File: config.mk
export PLATFORM = sky130hd
export DESIGN_NAME = irq_ctrl
export DESIGN_NICKNAME = d
export VERILOG_FILES = /design/src/pkg/irq_ctrl_pkg.sv /design/src/core/irq_ctrl.sv
export SDC_FILE = /design/constraint.sdc
export NUM_CORES = 1
export LEC_CHECK = 0
export ABC_AREA = 1
export BUFFER_PORTS_ARGS = -buffer_cell sky130_fd_sc_hd__buf_2
export CAP_MARGIN = 25
export CORE_MARGIN = 8
export CORE_UTILIZATION = 60
export DETAILED_ROUTE_END_ITERATION = 8
export PLACE_DENSITY_LB_ADDON = 0.25
export SLEW_MARGIN = 20
export SYNTH_ARGS = -nofsm -noshare
export SYNTH_HDL_FRONTEND = slang
export SYNTH_SLANG_ARGS = --single-unit
File: constraint.sdc
create_clock -name clk -period 3.1 [get_ports clk]
set_input_delay 0.465 -clock clk [delete_from_list [all_inputs] [get_ports clk]]
set_output_delay 0.465 -clock clk [all_outputs]
set_load 0.01 [all_outputs]
File: src/pkg/irq_ctrl_pkg.sv
package irq_ctrl_pkg;

  // ---------------------------------------------------------------
  // register offsets
  // ---------------------------------------------------------------
  localparam logic [2:0] OFS_MAIN_A  = 3'h0;
  localparam logic [2:0] OFS_MAIN_B  = 3'h1;
  localparam logic [2:0] OFS_MSRC_A  = 3'h2;
  localparam logic [2:0] OFS_MSRC_B  = 3'h3;
  localparam logic [2:0] OFS_EDGE    = 3'h4;

  // ---------------------------------------------------------------
  // writable bit masks and reset values
  // ---------------------------------------------------------------
  localparam logic [7:0] MASK_MAIN_A = 8'h7F;
  localparam logic [7:0] MASK_MAIN_B = 8'h77;
  localparam logic [7:0] MASK_MSRC_A = 8'hFF;
  localparam logic [7:0] MASK_MSRC_B = 8'h77;
  localparam logic [3:0] MASK_EDGE   = 4'hF;
  localparam logic [7:0] RST_BYTE    = 8'h00;
  localparam logic [3:0] RST_EDGE    = 4'h0;

  // ---------------------------------------------------------------
  // field positions
  // ---------------------------------------------------------------
  localparam int B_TIMER_ZERO_FLAG    = 6;
  localparam int B_EXT_ONE_FLAG       = 5;
  localparam int B_EXT_ZERO_FLAG      = 4;
  localparam int B_TIMER_ZERO_ENABLE  = 3;
  localparam int B_EXT_ONE_ENABLE     = 2;
  localparam int B_EXT_ZERO_ENABLE    = 1;
  localparam int B_MASTER_IRQ_ENABLE  = 0;
  localparam int B_SHARED_VECTOR_FLAG = 6;
  localparam int B_SERIAL_BYTE_FLAG   = 5;
  localparam int B_TIMER_ONE_FLAG     = 4;
  localparam int B_SHARED_VECTOR_EN   = 2;
  localparam int B_SERIAL_IRQ_ENABLE  = 1;
  localparam int B_TIMER_ONE_ENABLE   = 0;
  // shared-vector sources: flag bit = enable bit + this distance
  localparam int SRC_FLAG_DIST        = 4;
  localparam int B_PERIPH_PIN_ENABLE  = 3;
  localparam int B_TIMEBASE_ONE_EN    = 2;
  localparam int B_TIMEBASE_ZERO_EN   = 1;
  localparam int B_CONVERSION_EN      = 0;
  localparam int B_LOW_VOLTAGE_EN     = 2;
  localparam int B_NVM_CYCLE_EN       = 1;
  localparam int B_COMPARATOR_EN      = 0;

  // ---------------------------------------------------------------
  // edge select codes, vectors, filter length
  // ---------------------------------------------------------------
  localparam logic [1:0] EDGE_OFF     = 2'h0;
  localparam logic [1:0] EDGE_RISE    = 2'h1;
  localparam logic [1:0] EDGE_FALL    = 2'h2;
  localparam logic [1:0] EDGE_BOTH    = 2'h3;
  localparam logic [7:0] VEC_NONE     = 8'h00;
  localparam logic [7:0] VEC_EXT_ZERO = 8'h04;
  localparam logic [7:0] VEC_EXT_ONE  = 8'h08;
  localparam logic [7:0] VEC_TIMER0   = 8'h0C;
  localparam logic [7:0] VEC_TIMER1   = 8'h10;
  localparam logic [7:0] VEC_SERIAL   = 8'h14;
  localparam logic [7:0] VEC_SHARED   = 8'h18;
  localparam int         FILT_LEN     = 3;

endpackage

File: src/core/irq_ctrl.sv
`timescale 1ns/100ps
// What this block does
// - per-pin two-bit edge select: off, rising, falling, both edges
// - ext pin flag sets on each transition of the selected type
// - ext request vectored with master, pin enable, edge chosen, stack free
// - ext service clears its flag and the master enable
// - shared pin interrupts only with enable set and direction input
// - one option turns noise filter on for both ext pins and the peripheral pin
// - peripheral pin flag sets on each falling edge when pin selected
// - peripheral service clears master and shared flag, keeps pin flag
// - timer overflow sets flag; vectors to 0CH or 10H when enabled
// - timer service clears its flag and the master enable
// - serial byte done sets flag; vectors to 14H when enabled
// - serial service clears its flag and the master enable
// - shared flag sets when any merged source fires with its own enable set
// - shared flag vectored to 18H with master, shared enable, stack free
// - shared service clears shared flag and master; sources stay set
// - conversion flag reaches shared vector only with all enables set
// - first source register: flags bits 7..4, enables 3..0, reset zero
// - second source register: flags 6..4, enables 2..0, bits 7,3 zero
// - fixed priority ext0, ext1, timer0, timer1, serial, shared
// - master enable is bit 0; cleared means nothing is vectored
// - no acknowledge while stack full; flag waits for stack space
// - wake-up pulse on any flag rising, whatever the enables
module irq_ctrl
  import irq_ctrl_pkg::*;
(
  input  wire logic       clk,
  input  wire logic       rstn,
  input  wire logic [2:0] addr,
  input  wire logic [7:0] wdata,
  input  wire logic       wr,
  input  wire logic       rd,
  output logic      [7:0] rdata,
  input  wire logic       ext_pin_zero,
  input  wire logic       ext_pin_one,
  input  wire logic       periph_irq_pin,
  input  wire logic       ext_zero_is_input,
  input  wire logic       ext_one_is_input,
  input  wire logic       periph_pin_mode,
  input  wire logic       filter_option,
  input  wire logic       timer_zero_ovf,
  input  wire logic       timer_one_ovf,
  input  wire logic       serial_byte_done,
  input  wire logic       conversion_done,
  input  wire logic       timebase_zero_ovf,
  input  wire logic       timebase_one_ovf,
  input  wire logic       comparator_event,
  input  wire logic       nvm_cycle_done,
  input  wire logic       low_voltage_event,
  input  wire logic       stack_full,
  input  wire logic       irq_ack,
  output logic            irq_req,
  output logic      [7:0] irq_vector,
  output logic            wake_up,
  output logic            pin_filter_on
);

  // ---------------------------------------------------------------
  // state
  // ---------------------------------------------------------------
  typedef struct packed {
    logic [2:0]               s1;
    logic [2:0]               s2;
    logic [2:0][FILT_LEN-1:0] hist;
    logic [2:0]               lvl;
    logic [7:0]               main_a;
    logic [7:0]               main_b;
    logic [7:0]               msrc_a;
    logic [7:0]               msrc_b;
    logic [3:0]               edge_sel;
    logic [7:0]               rdata;
    logic                     req;
    logic [7:0]               vec;
    logic                     wake;
    logic                     filt;
  } state_s;

  state_s st_ff;
  state_s nxt_st;
  logic [2:0] lvl_n;
  logic [2:0] rise;
  logic [2:0] fall;
  logic [1:0] ev_ext;
  logic       ev_pef;
  logic       ev_mff;
  logic [5:0] pend;

  function automatic logic [12:0] all_flags(input state_s s);
    all_flags = {s.main_a[6:4], s.main_b[6:4], s.msrc_a[7:4],
                 s.msrc_b[6:4]};
  endfunction

  function automatic logic edge_hit(input logic [1:0] sel,
                                    input logic r, input logic f);
    edge_hit = (sel == EDGE_RISE && r) || (sel == EDGE_FALL && f) ||
               (sel == EDGE_BOTH && (r || f));
  endfunction

  always_comb begin
    nxt_st = st_ff;
    // -------------------------------------------------------------
    // pin synchroniser and noise filter
    // -------------------------------------------------------------
    nxt_st.s1   = {periph_irq_pin, ext_pin_one, ext_pin_zero};
    nxt_st.s2   = st_ff.s1;
    nxt_st.filt = filter_option;
    lvl_n       = st_ff.s2;
    for (int i = 0; i < 3; i++) begin
      nxt_st.hist[i] = {st_ff.hist[i][FILT_LEN-2:0], st_ff.s2[i]};
      // filtered level moves only after a full stable run
      if (st_ff.filt) begin
        if (&st_ff.hist[i])
          lvl_n[i] = 1'b1;
        else if (~|st_ff.hist[i])
          lvl_n[i] = 1'b0;
        else
          lvl_n[i] = st_ff.lvl[i];
      end
    end
    nxt_st.lvl = lvl_n;
    rise = lvl_n & ~st_ff.lvl;
    fall = ~lvl_n & st_ff.lvl;
    ev_ext[0] = edge_hit(st_ff.edge_sel[1:0], rise[0], fall[0]) &&
                st_ff.main_a[B_EXT_ZERO_ENABLE] && ext_zero_is_input;
    ev_ext[1] = edge_hit(st_ff.edge_sel[3:2], rise[1], fall[1]) &&
                st_ff.main_a[B_EXT_ONE_ENABLE] && ext_one_is_input;
    ev_pef = fall[2] && periph_pin_mode;
    ev_mff =
      (ev_pef            && st_ff.msrc_a[B_PERIPH_PIN_ENABLE]) ||
      (timebase_one_ovf  && st_ff.msrc_a[B_TIMEBASE_ONE_EN])   ||
      (timebase_zero_ovf && st_ff.msrc_a[B_TIMEBASE_ZERO_EN])  ||
      (conversion_done   && st_ff.msrc_a[B_CONVERSION_EN])     ||
      (low_voltage_event && st_ff.msrc_b[B_LOW_VOLTAGE_EN])    ||
      (nvm_cycle_done    && st_ff.msrc_b[B_NVM_CYCLE_EN])      ||
      (comparator_event  && st_ff.msrc_b[B_COMPARATOR_EN]);

    // -------------------------------------------------------------
    // register writes and reads
    // -------------------------------------------------------------
    nxt_st.rdata = RST_BYTE;
    if (wr) begin
      case (addr)
        OFS_MAIN_A: nxt_st.main_a   = wdata & MASK_MAIN_A;
        OFS_MAIN_B: nxt_st.main_b   = wdata & MASK_MAIN_B;
        OFS_MSRC_A: nxt_st.msrc_a   = wdata & MASK_MSRC_A;
        OFS_MSRC_B: nxt_st.msrc_b   = wdata & MASK_MSRC_B;
        OFS_EDGE:   nxt_st.edge_sel = wdata[3:0] & MASK_EDGE;
        default: ;
      endcase
    end
    if (rd) begin
      case (addr)
        OFS_MAIN_A: nxt_st.rdata = st_ff.main_a;
        OFS_MAIN_B: nxt_st.rdata = st_ff.main_b;
        OFS_MSRC_A: nxt_st.rdata = st_ff.msrc_a;
        OFS_MSRC_B: nxt_st.rdata = st_ff.msrc_b;
        OFS_EDGE:   nxt_st.rdata = {4'h0, st_ff.edge_sel};
        default:    nxt_st.rdata = RST_BYTE;
      endcase
    end

    // -------------------------------------------------------------
    // service: clear the granted flag and the master enable
    // -------------------------------------------------------------
    if (irq_ack && st_ff.req) begin
      nxt_st.main_a[B_MASTER_IRQ_ENABLE] = 1'b0;
      case (st_ff.vec)
        VEC_EXT_ZERO: nxt_st.main_a[B_EXT_ZERO_FLAG]    = 1'b0;
        VEC_EXT_ONE:  nxt_st.main_a[B_EXT_ONE_FLAG]     = 1'b0;
        VEC_TIMER0:   nxt_st.main_a[B_TIMER_ZERO_FLAG]  = 1'b0;
        VEC_TIMER1:   nxt_st.main_b[B_TIMER_ONE_FLAG]   = 1'b0;
        VEC_SERIAL:   nxt_st.main_b[B_SERIAL_BYTE_FLAG] = 1'b0;
        // source flags stay for software to clear
        VEC_SHARED:   nxt_st.main_b[B_SHARED_VECTOR_FLAG] = 1'b0;
        default: ;
      endcase
    end

    // -------------------------------------------------------------
    // hardware sets, winning over any clear in the same cycle
    // -------------------------------------------------------------
    if (ev_ext[0]) nxt_st.main_a[B_EXT_ZERO_FLAG] = 1'b1;
    if (ev_ext[1]) nxt_st.main_a[B_EXT_ONE_FLAG]  = 1'b1;
    if (timer_zero_ovf) nxt_st.main_a[B_TIMER_ZERO_FLAG] = 1'b1;
    if (timer_one_ovf)  nxt_st.main_b[B_TIMER_ONE_FLAG]  = 1'b1;
    if (serial_byte_done)
      nxt_st.main_b[B_SERIAL_BYTE_FLAG] = 1'b1;
    if (ev_mff) nxt_st.main_b[B_SHARED_VECTOR_FLAG] = 1'b1;
    if (ev_pef)
      nxt_st.msrc_a[B_PERIPH_PIN_ENABLE + SRC_FLAG_DIST] = 1'b1;
    if (timebase_one_ovf)
      nxt_st.msrc_a[B_TIMEBASE_ONE_EN + SRC_FLAG_DIST] = 1'b1;
    if (timebase_zero_ovf)
      nxt_st.msrc_a[B_TIMEBASE_ZERO_EN + SRC_FLAG_DIST] = 1'b1;
    if (conversion_done)
      nxt_st.msrc_a[B_CONVERSION_EN + SRC_FLAG_DIST] = 1'b1;
    if (low_voltage_event)
      nxt_st.msrc_b[B_LOW_VOLTAGE_EN + SRC_FLAG_DIST] = 1'b1;
    if (nvm_cycle_done)
      nxt_st.msrc_b[B_NVM_CYCLE_EN + SRC_FLAG_DIST] = 1'b1;
    if (comparator_event)
      nxt_st.msrc_b[B_COMPARATOR_EN + SRC_FLAG_DIST] = 1'b1;

    // -------------------------------------------------------------
    // request qualification and fixed priority
    // -------------------------------------------------------------
    pend[0] = nxt_st.main_a[B_EXT_ZERO_FLAG] &&
              nxt_st.main_a[B_EXT_ZERO_ENABLE] &&
              nxt_st.edge_sel[1:0] != EDGE_OFF;
    pend[1] = nxt_st.main_a[B_EXT_ONE_FLAG] &&
              nxt_st.main_a[B_EXT_ONE_ENABLE] &&
              nxt_st.edge_sel[3:2] != EDGE_OFF;
    pend[2] = nxt_st.main_a[B_TIMER_ZERO_FLAG] &&
              nxt_st.main_a[B_TIMER_ZERO_ENABLE];
    pend[3] = nxt_st.main_b[B_TIMER_ONE_FLAG] &&
              nxt_st.main_b[B_TIMER_ONE_ENABLE];
    pend[4] = nxt_st.main_b[B_SERIAL_BYTE_FLAG] &&
              nxt_st.main_b[B_SERIAL_IRQ_ENABLE];
    pend[5] = nxt_st.main_b[B_SHARED_VECTOR_FLAG] &&
              nxt_st.main_b[B_SHARED_VECTOR_EN];
    nxt_st.req = nxt_st.main_a[B_MASTER_IRQ_ENABLE] && !stack_full &&
                 (|pend);
    if (pend[0])      nxt_st.vec = VEC_EXT_ZERO;
    else if (pend[1]) nxt_st.vec = VEC_EXT_ONE;
    else if (pend[2]) nxt_st.vec = VEC_TIMER0;
    else if (pend[3]) nxt_st.vec = VEC_TIMER1;
    else if (pend[4]) nxt_st.vec = VEC_SERIAL;
    else if (pend[5]) nxt_st.vec = VEC_SHARED;
    else              nxt_st.vec = VEC_NONE;
    if (!nxt_st.req)
      nxt_st.vec = VEC_NONE;

    nxt_st.wake = |(all_flags(nxt_st) & ~all_flags(st_ff));
  end

  always_ff @(posedge clk or negedge rstn) begin
    if (!rstn) begin
      st_ff <= '0;
    end else begin
      st_ff <= nxt_st;
    end
  end

  assign rdata         = st_ff.rdata;
  assign irq_req       = st_ff.req;
  assign irq_vector    = st_ff.vec;
  assign wake_up       = st_ff.wake;
  assign pin_filter_on = st_ff.filt;
endmodule

==> out/metrics.yaml <==
timing:
  fin_skew_ns: 0.0103
  finalWorstSetupSlack_ns: 0.904
  tns_ns: 0
  timing.hold.ws_ns: 0.229
  relSlewSlack_pct: 48.9
  hold_violations: 0
  rsz0062_at_grt: "false"
  slew_violations: 0
  tightest_slew_ns: 0.767
  post-route-period-util_pct: 70.9
  max_freq_mhz: 455
  fin_crit_ns: 2.20
  setup_viol: 0
placed_design:
  place_area_um2: 3360
  hpwl_mm: 5.67
  port-buffer-count: 46
  pre_cts_ws_ns: 0.910
  dp.cells: 476
  gp_congestion: 0.928
cts:
  post_cts_resized: 0
  clock_path_buffers: 2
  clkSinkCount: 63
  h-tree-depth: 3
  clk_latency_ns: 0.34
  numCtsBuffers: 9
  cts_tree: "yes"
  cts_hold_buf: 0
  root_buffer: "clkbuf_8"
  clk_pin_slew_ns: 0.07
  post_cts_buffers: 0
critical_path:
  crit_family: "simple AND/OR/NAND/NOR gates"
  path_buf_inv: 2
  crit_cells: 14
  critPathCaptureType: "register"
  path_cells: "nor3_1, o211ai_1, o21ai_0, inv_1, ha_1, nand3_1, nand3_1, nand2_1, nand3_1, inv_1, nor2_1, nand2_2, nand2_2, nor2_1"
  reg2reg_depth: 14
  worstSetupStartpointType: "register"
  worst_path_max_delay_cell: "dfrtp_1"
  required_ns: 3.33
  worstPathArrival_ns: 2.42
  cpPeakStageDelay_ns: 0.41
  worstPathMaxFanout: 3
  reg2reg_slack_ns: 0.90
  critPathMostFrequentCell: "nand3_1"
  crit_type: "register to register"
global_route:
  grt_pass1_wl_mm: 12.1
  grt_max_degree: 64
  grt_overflow: 0
  grt_pass1_vias: 2620
  grt_usage_pct: 20.5
  antenna_found_initial: 0
cells_and_area:
  final_nets: 454
  final_cell_area_um2: 3580
  area_growth_pct: 12.6
  stdcell_count: 492
  fin_util_pct: 70.2
  layout-drive-gt1-share_pct: 23.0
  fillers: 416
  antennaDiodeCount: 0
yosys:
  synth_edf_count: 0
  yosys.area_share.xor_xnor_pct: 0
  yosys_warnings: 0
  synth_top_family_by_area: "simple AND/OR/NAND/NOR gates"
  synth_flop_cell: "dfrtp_1"
  synthesis.area_um2: 3180
  syn_inst: 376
  synth.yosys.seq_area_share_pct: 49.5
  yosys.area_share.simple_pct: 27.2
  ys_types: 35
  async_flop_share_pct: 100
  synth_fa_ha_area_share_pct: 1.57
  syn_area_per_cell_um2: 8.47
  synthMuxAreaShare_pct: 0
  ys_ff_latch: 63
  synth_compound_area_share_pct: 9.36
floorplanning:
  start_util_pct: 62.3
  dieArea_um2: 7890
  die_y_um: 88.8
  rows: 26
  core_um2: 5110
  fp.dieW_um: 88.8
  io_pins: 52
routing:
  routed-via-count: 2602
  antenna_left: 0
  avgRoutedWirePerCell_um: 15.1
  drc: 0
  drt_wl_total_mm: 7.42
  dr.pass1.iters: 5
  drt_iter0_markers: 230
  avgViaCountPerCell: 5.29
hold_path:
  hold_depth: 1
  hold_class: "input port to register"
outcome:
  status: "finished clean"
flow_run:
  drv_cap: 0
power:
  finalPower_mw: 2.19
  p_leak_nw: 1.95
  power.density_nw_per_um2: 612
  vdd_drop_max_uv: 334
metal layers:
layer / wire, um / vias to the layer above / track usage (%)
met4: 189 / 0 / 11.2
met2: 3490 / 118 / 33.9
li1: - / 1261 / -
met3: 619 / 19 / 4.18
met5: 0 / - / 0
met1: 3130 / 1204 / 24.4
layout by cell type, fill, tap and decap left out, types with 3 or more instances in the layout:
cell and count:
buf_2 46, o21ai_2 3, inv_2 7, nand2_1 98, nor3_1 4, a21oi_1 12, inv_1 53, o21ai_0 12
o211ai_1 3, ha_1 4, dfrtp_1 63, nand4_1 9, nand2_2 9, o22ai_1 3, conb_1 5, nor2_1 21
o21ai_1 5, nand3_2 5, nand3_1 22, clkbuf_8 10, a221oi_1 6
logic make-up (layout without fill, tap and decap cells):
logic type,Yosys count,count (layout)
buffers and inverters,81,123
DFF,63,63
and+or+nand+nor,179,179
adders and majority gates,4,4
other,1,5
AOI/OAI and AO/OA,48,48
Yosys cell counts (2+ instances only):
| cell | n | area share [%] |
|---|---|---|
| o21ai_2 | 3 | 0.83 |
| o22ai_1 | 3 | 0.59 |
| buf_4 | 18 | 4.2 |
| o21ai_1 | 5 | 0.79 |
| nand2_1 | 98 | 12 |
| a21oi_2 | 2 | 0.55 |
| a221oi_1 | 6 | 1.7 |
| nand3_2 | 5 | 1.6 |
| nand3_1 | 22 | 3.5 |
| inv_2 | 7 | 0.83 |
| nor2_1 | 21 | 2.5 |
| o21ai_0 | 12 | 1.9 |
| dfrtp_1 | 63 | 50 |
| ha_1 | 4 | 1.6 |
| nand3b_1 | 2 | 0.47 |
| nand2_2 | 9 | 1.8 |
| a21oi_1 | 12 | 1.9 |
| buf_6 | 2 | 0.71 |
| o211ai_1 | 3 | 0.71 |
| inv_1 | 53 | 6.2 |
| nand4_1 | 9 | 1.8 |
| nor3_1 | 4 | 0.63 |
report_power, final:
part / internal (mW) / switching (mW)
Clock: 0.475 / 0.318
Sequential: 0.920 / 0.0700
Combinational: 0.147 / 0.262
sequential cells by signal (all words and copies together) (netlist names):
signal         flops
irq_req            1
irq_vector         3
nxt_st            12
pin_filter_on      1
rdata              8
st_ff             37
wake_up            1
worst paths after layout:
kind | end | start
max in group asynchronous | st_ff[27] | rstn
min reg2reg | nxt_st[61] | nxt_st[68]
min in group asynchronous | st_ff[63] | rstn
min | pin_filter_on | filter_option
max reg2reg | irq_vector[2] | nxt_st[59]
max | irq_vector[2] | nxt_st[59]
final cells by class:
| type | count | area, um2 | area share (%) |
|---|---|---|---|
| sequential | 63 | 1580 | 44.0 |
| multi-input combinational | 236 | 1230 | 34.4 |
| timing repair buffer | 47 | 238 | 6.63 |
| inverter | 60 | 225 | 6.28 |
| clock buffer | 11 | 141 | 3.95 |
| tap | 70 | 87.6 | 2.44 |
| clock inverter | 5 | 81.3 | 2.27 |
Note: power is estimated with default switching activity, not from simulation.
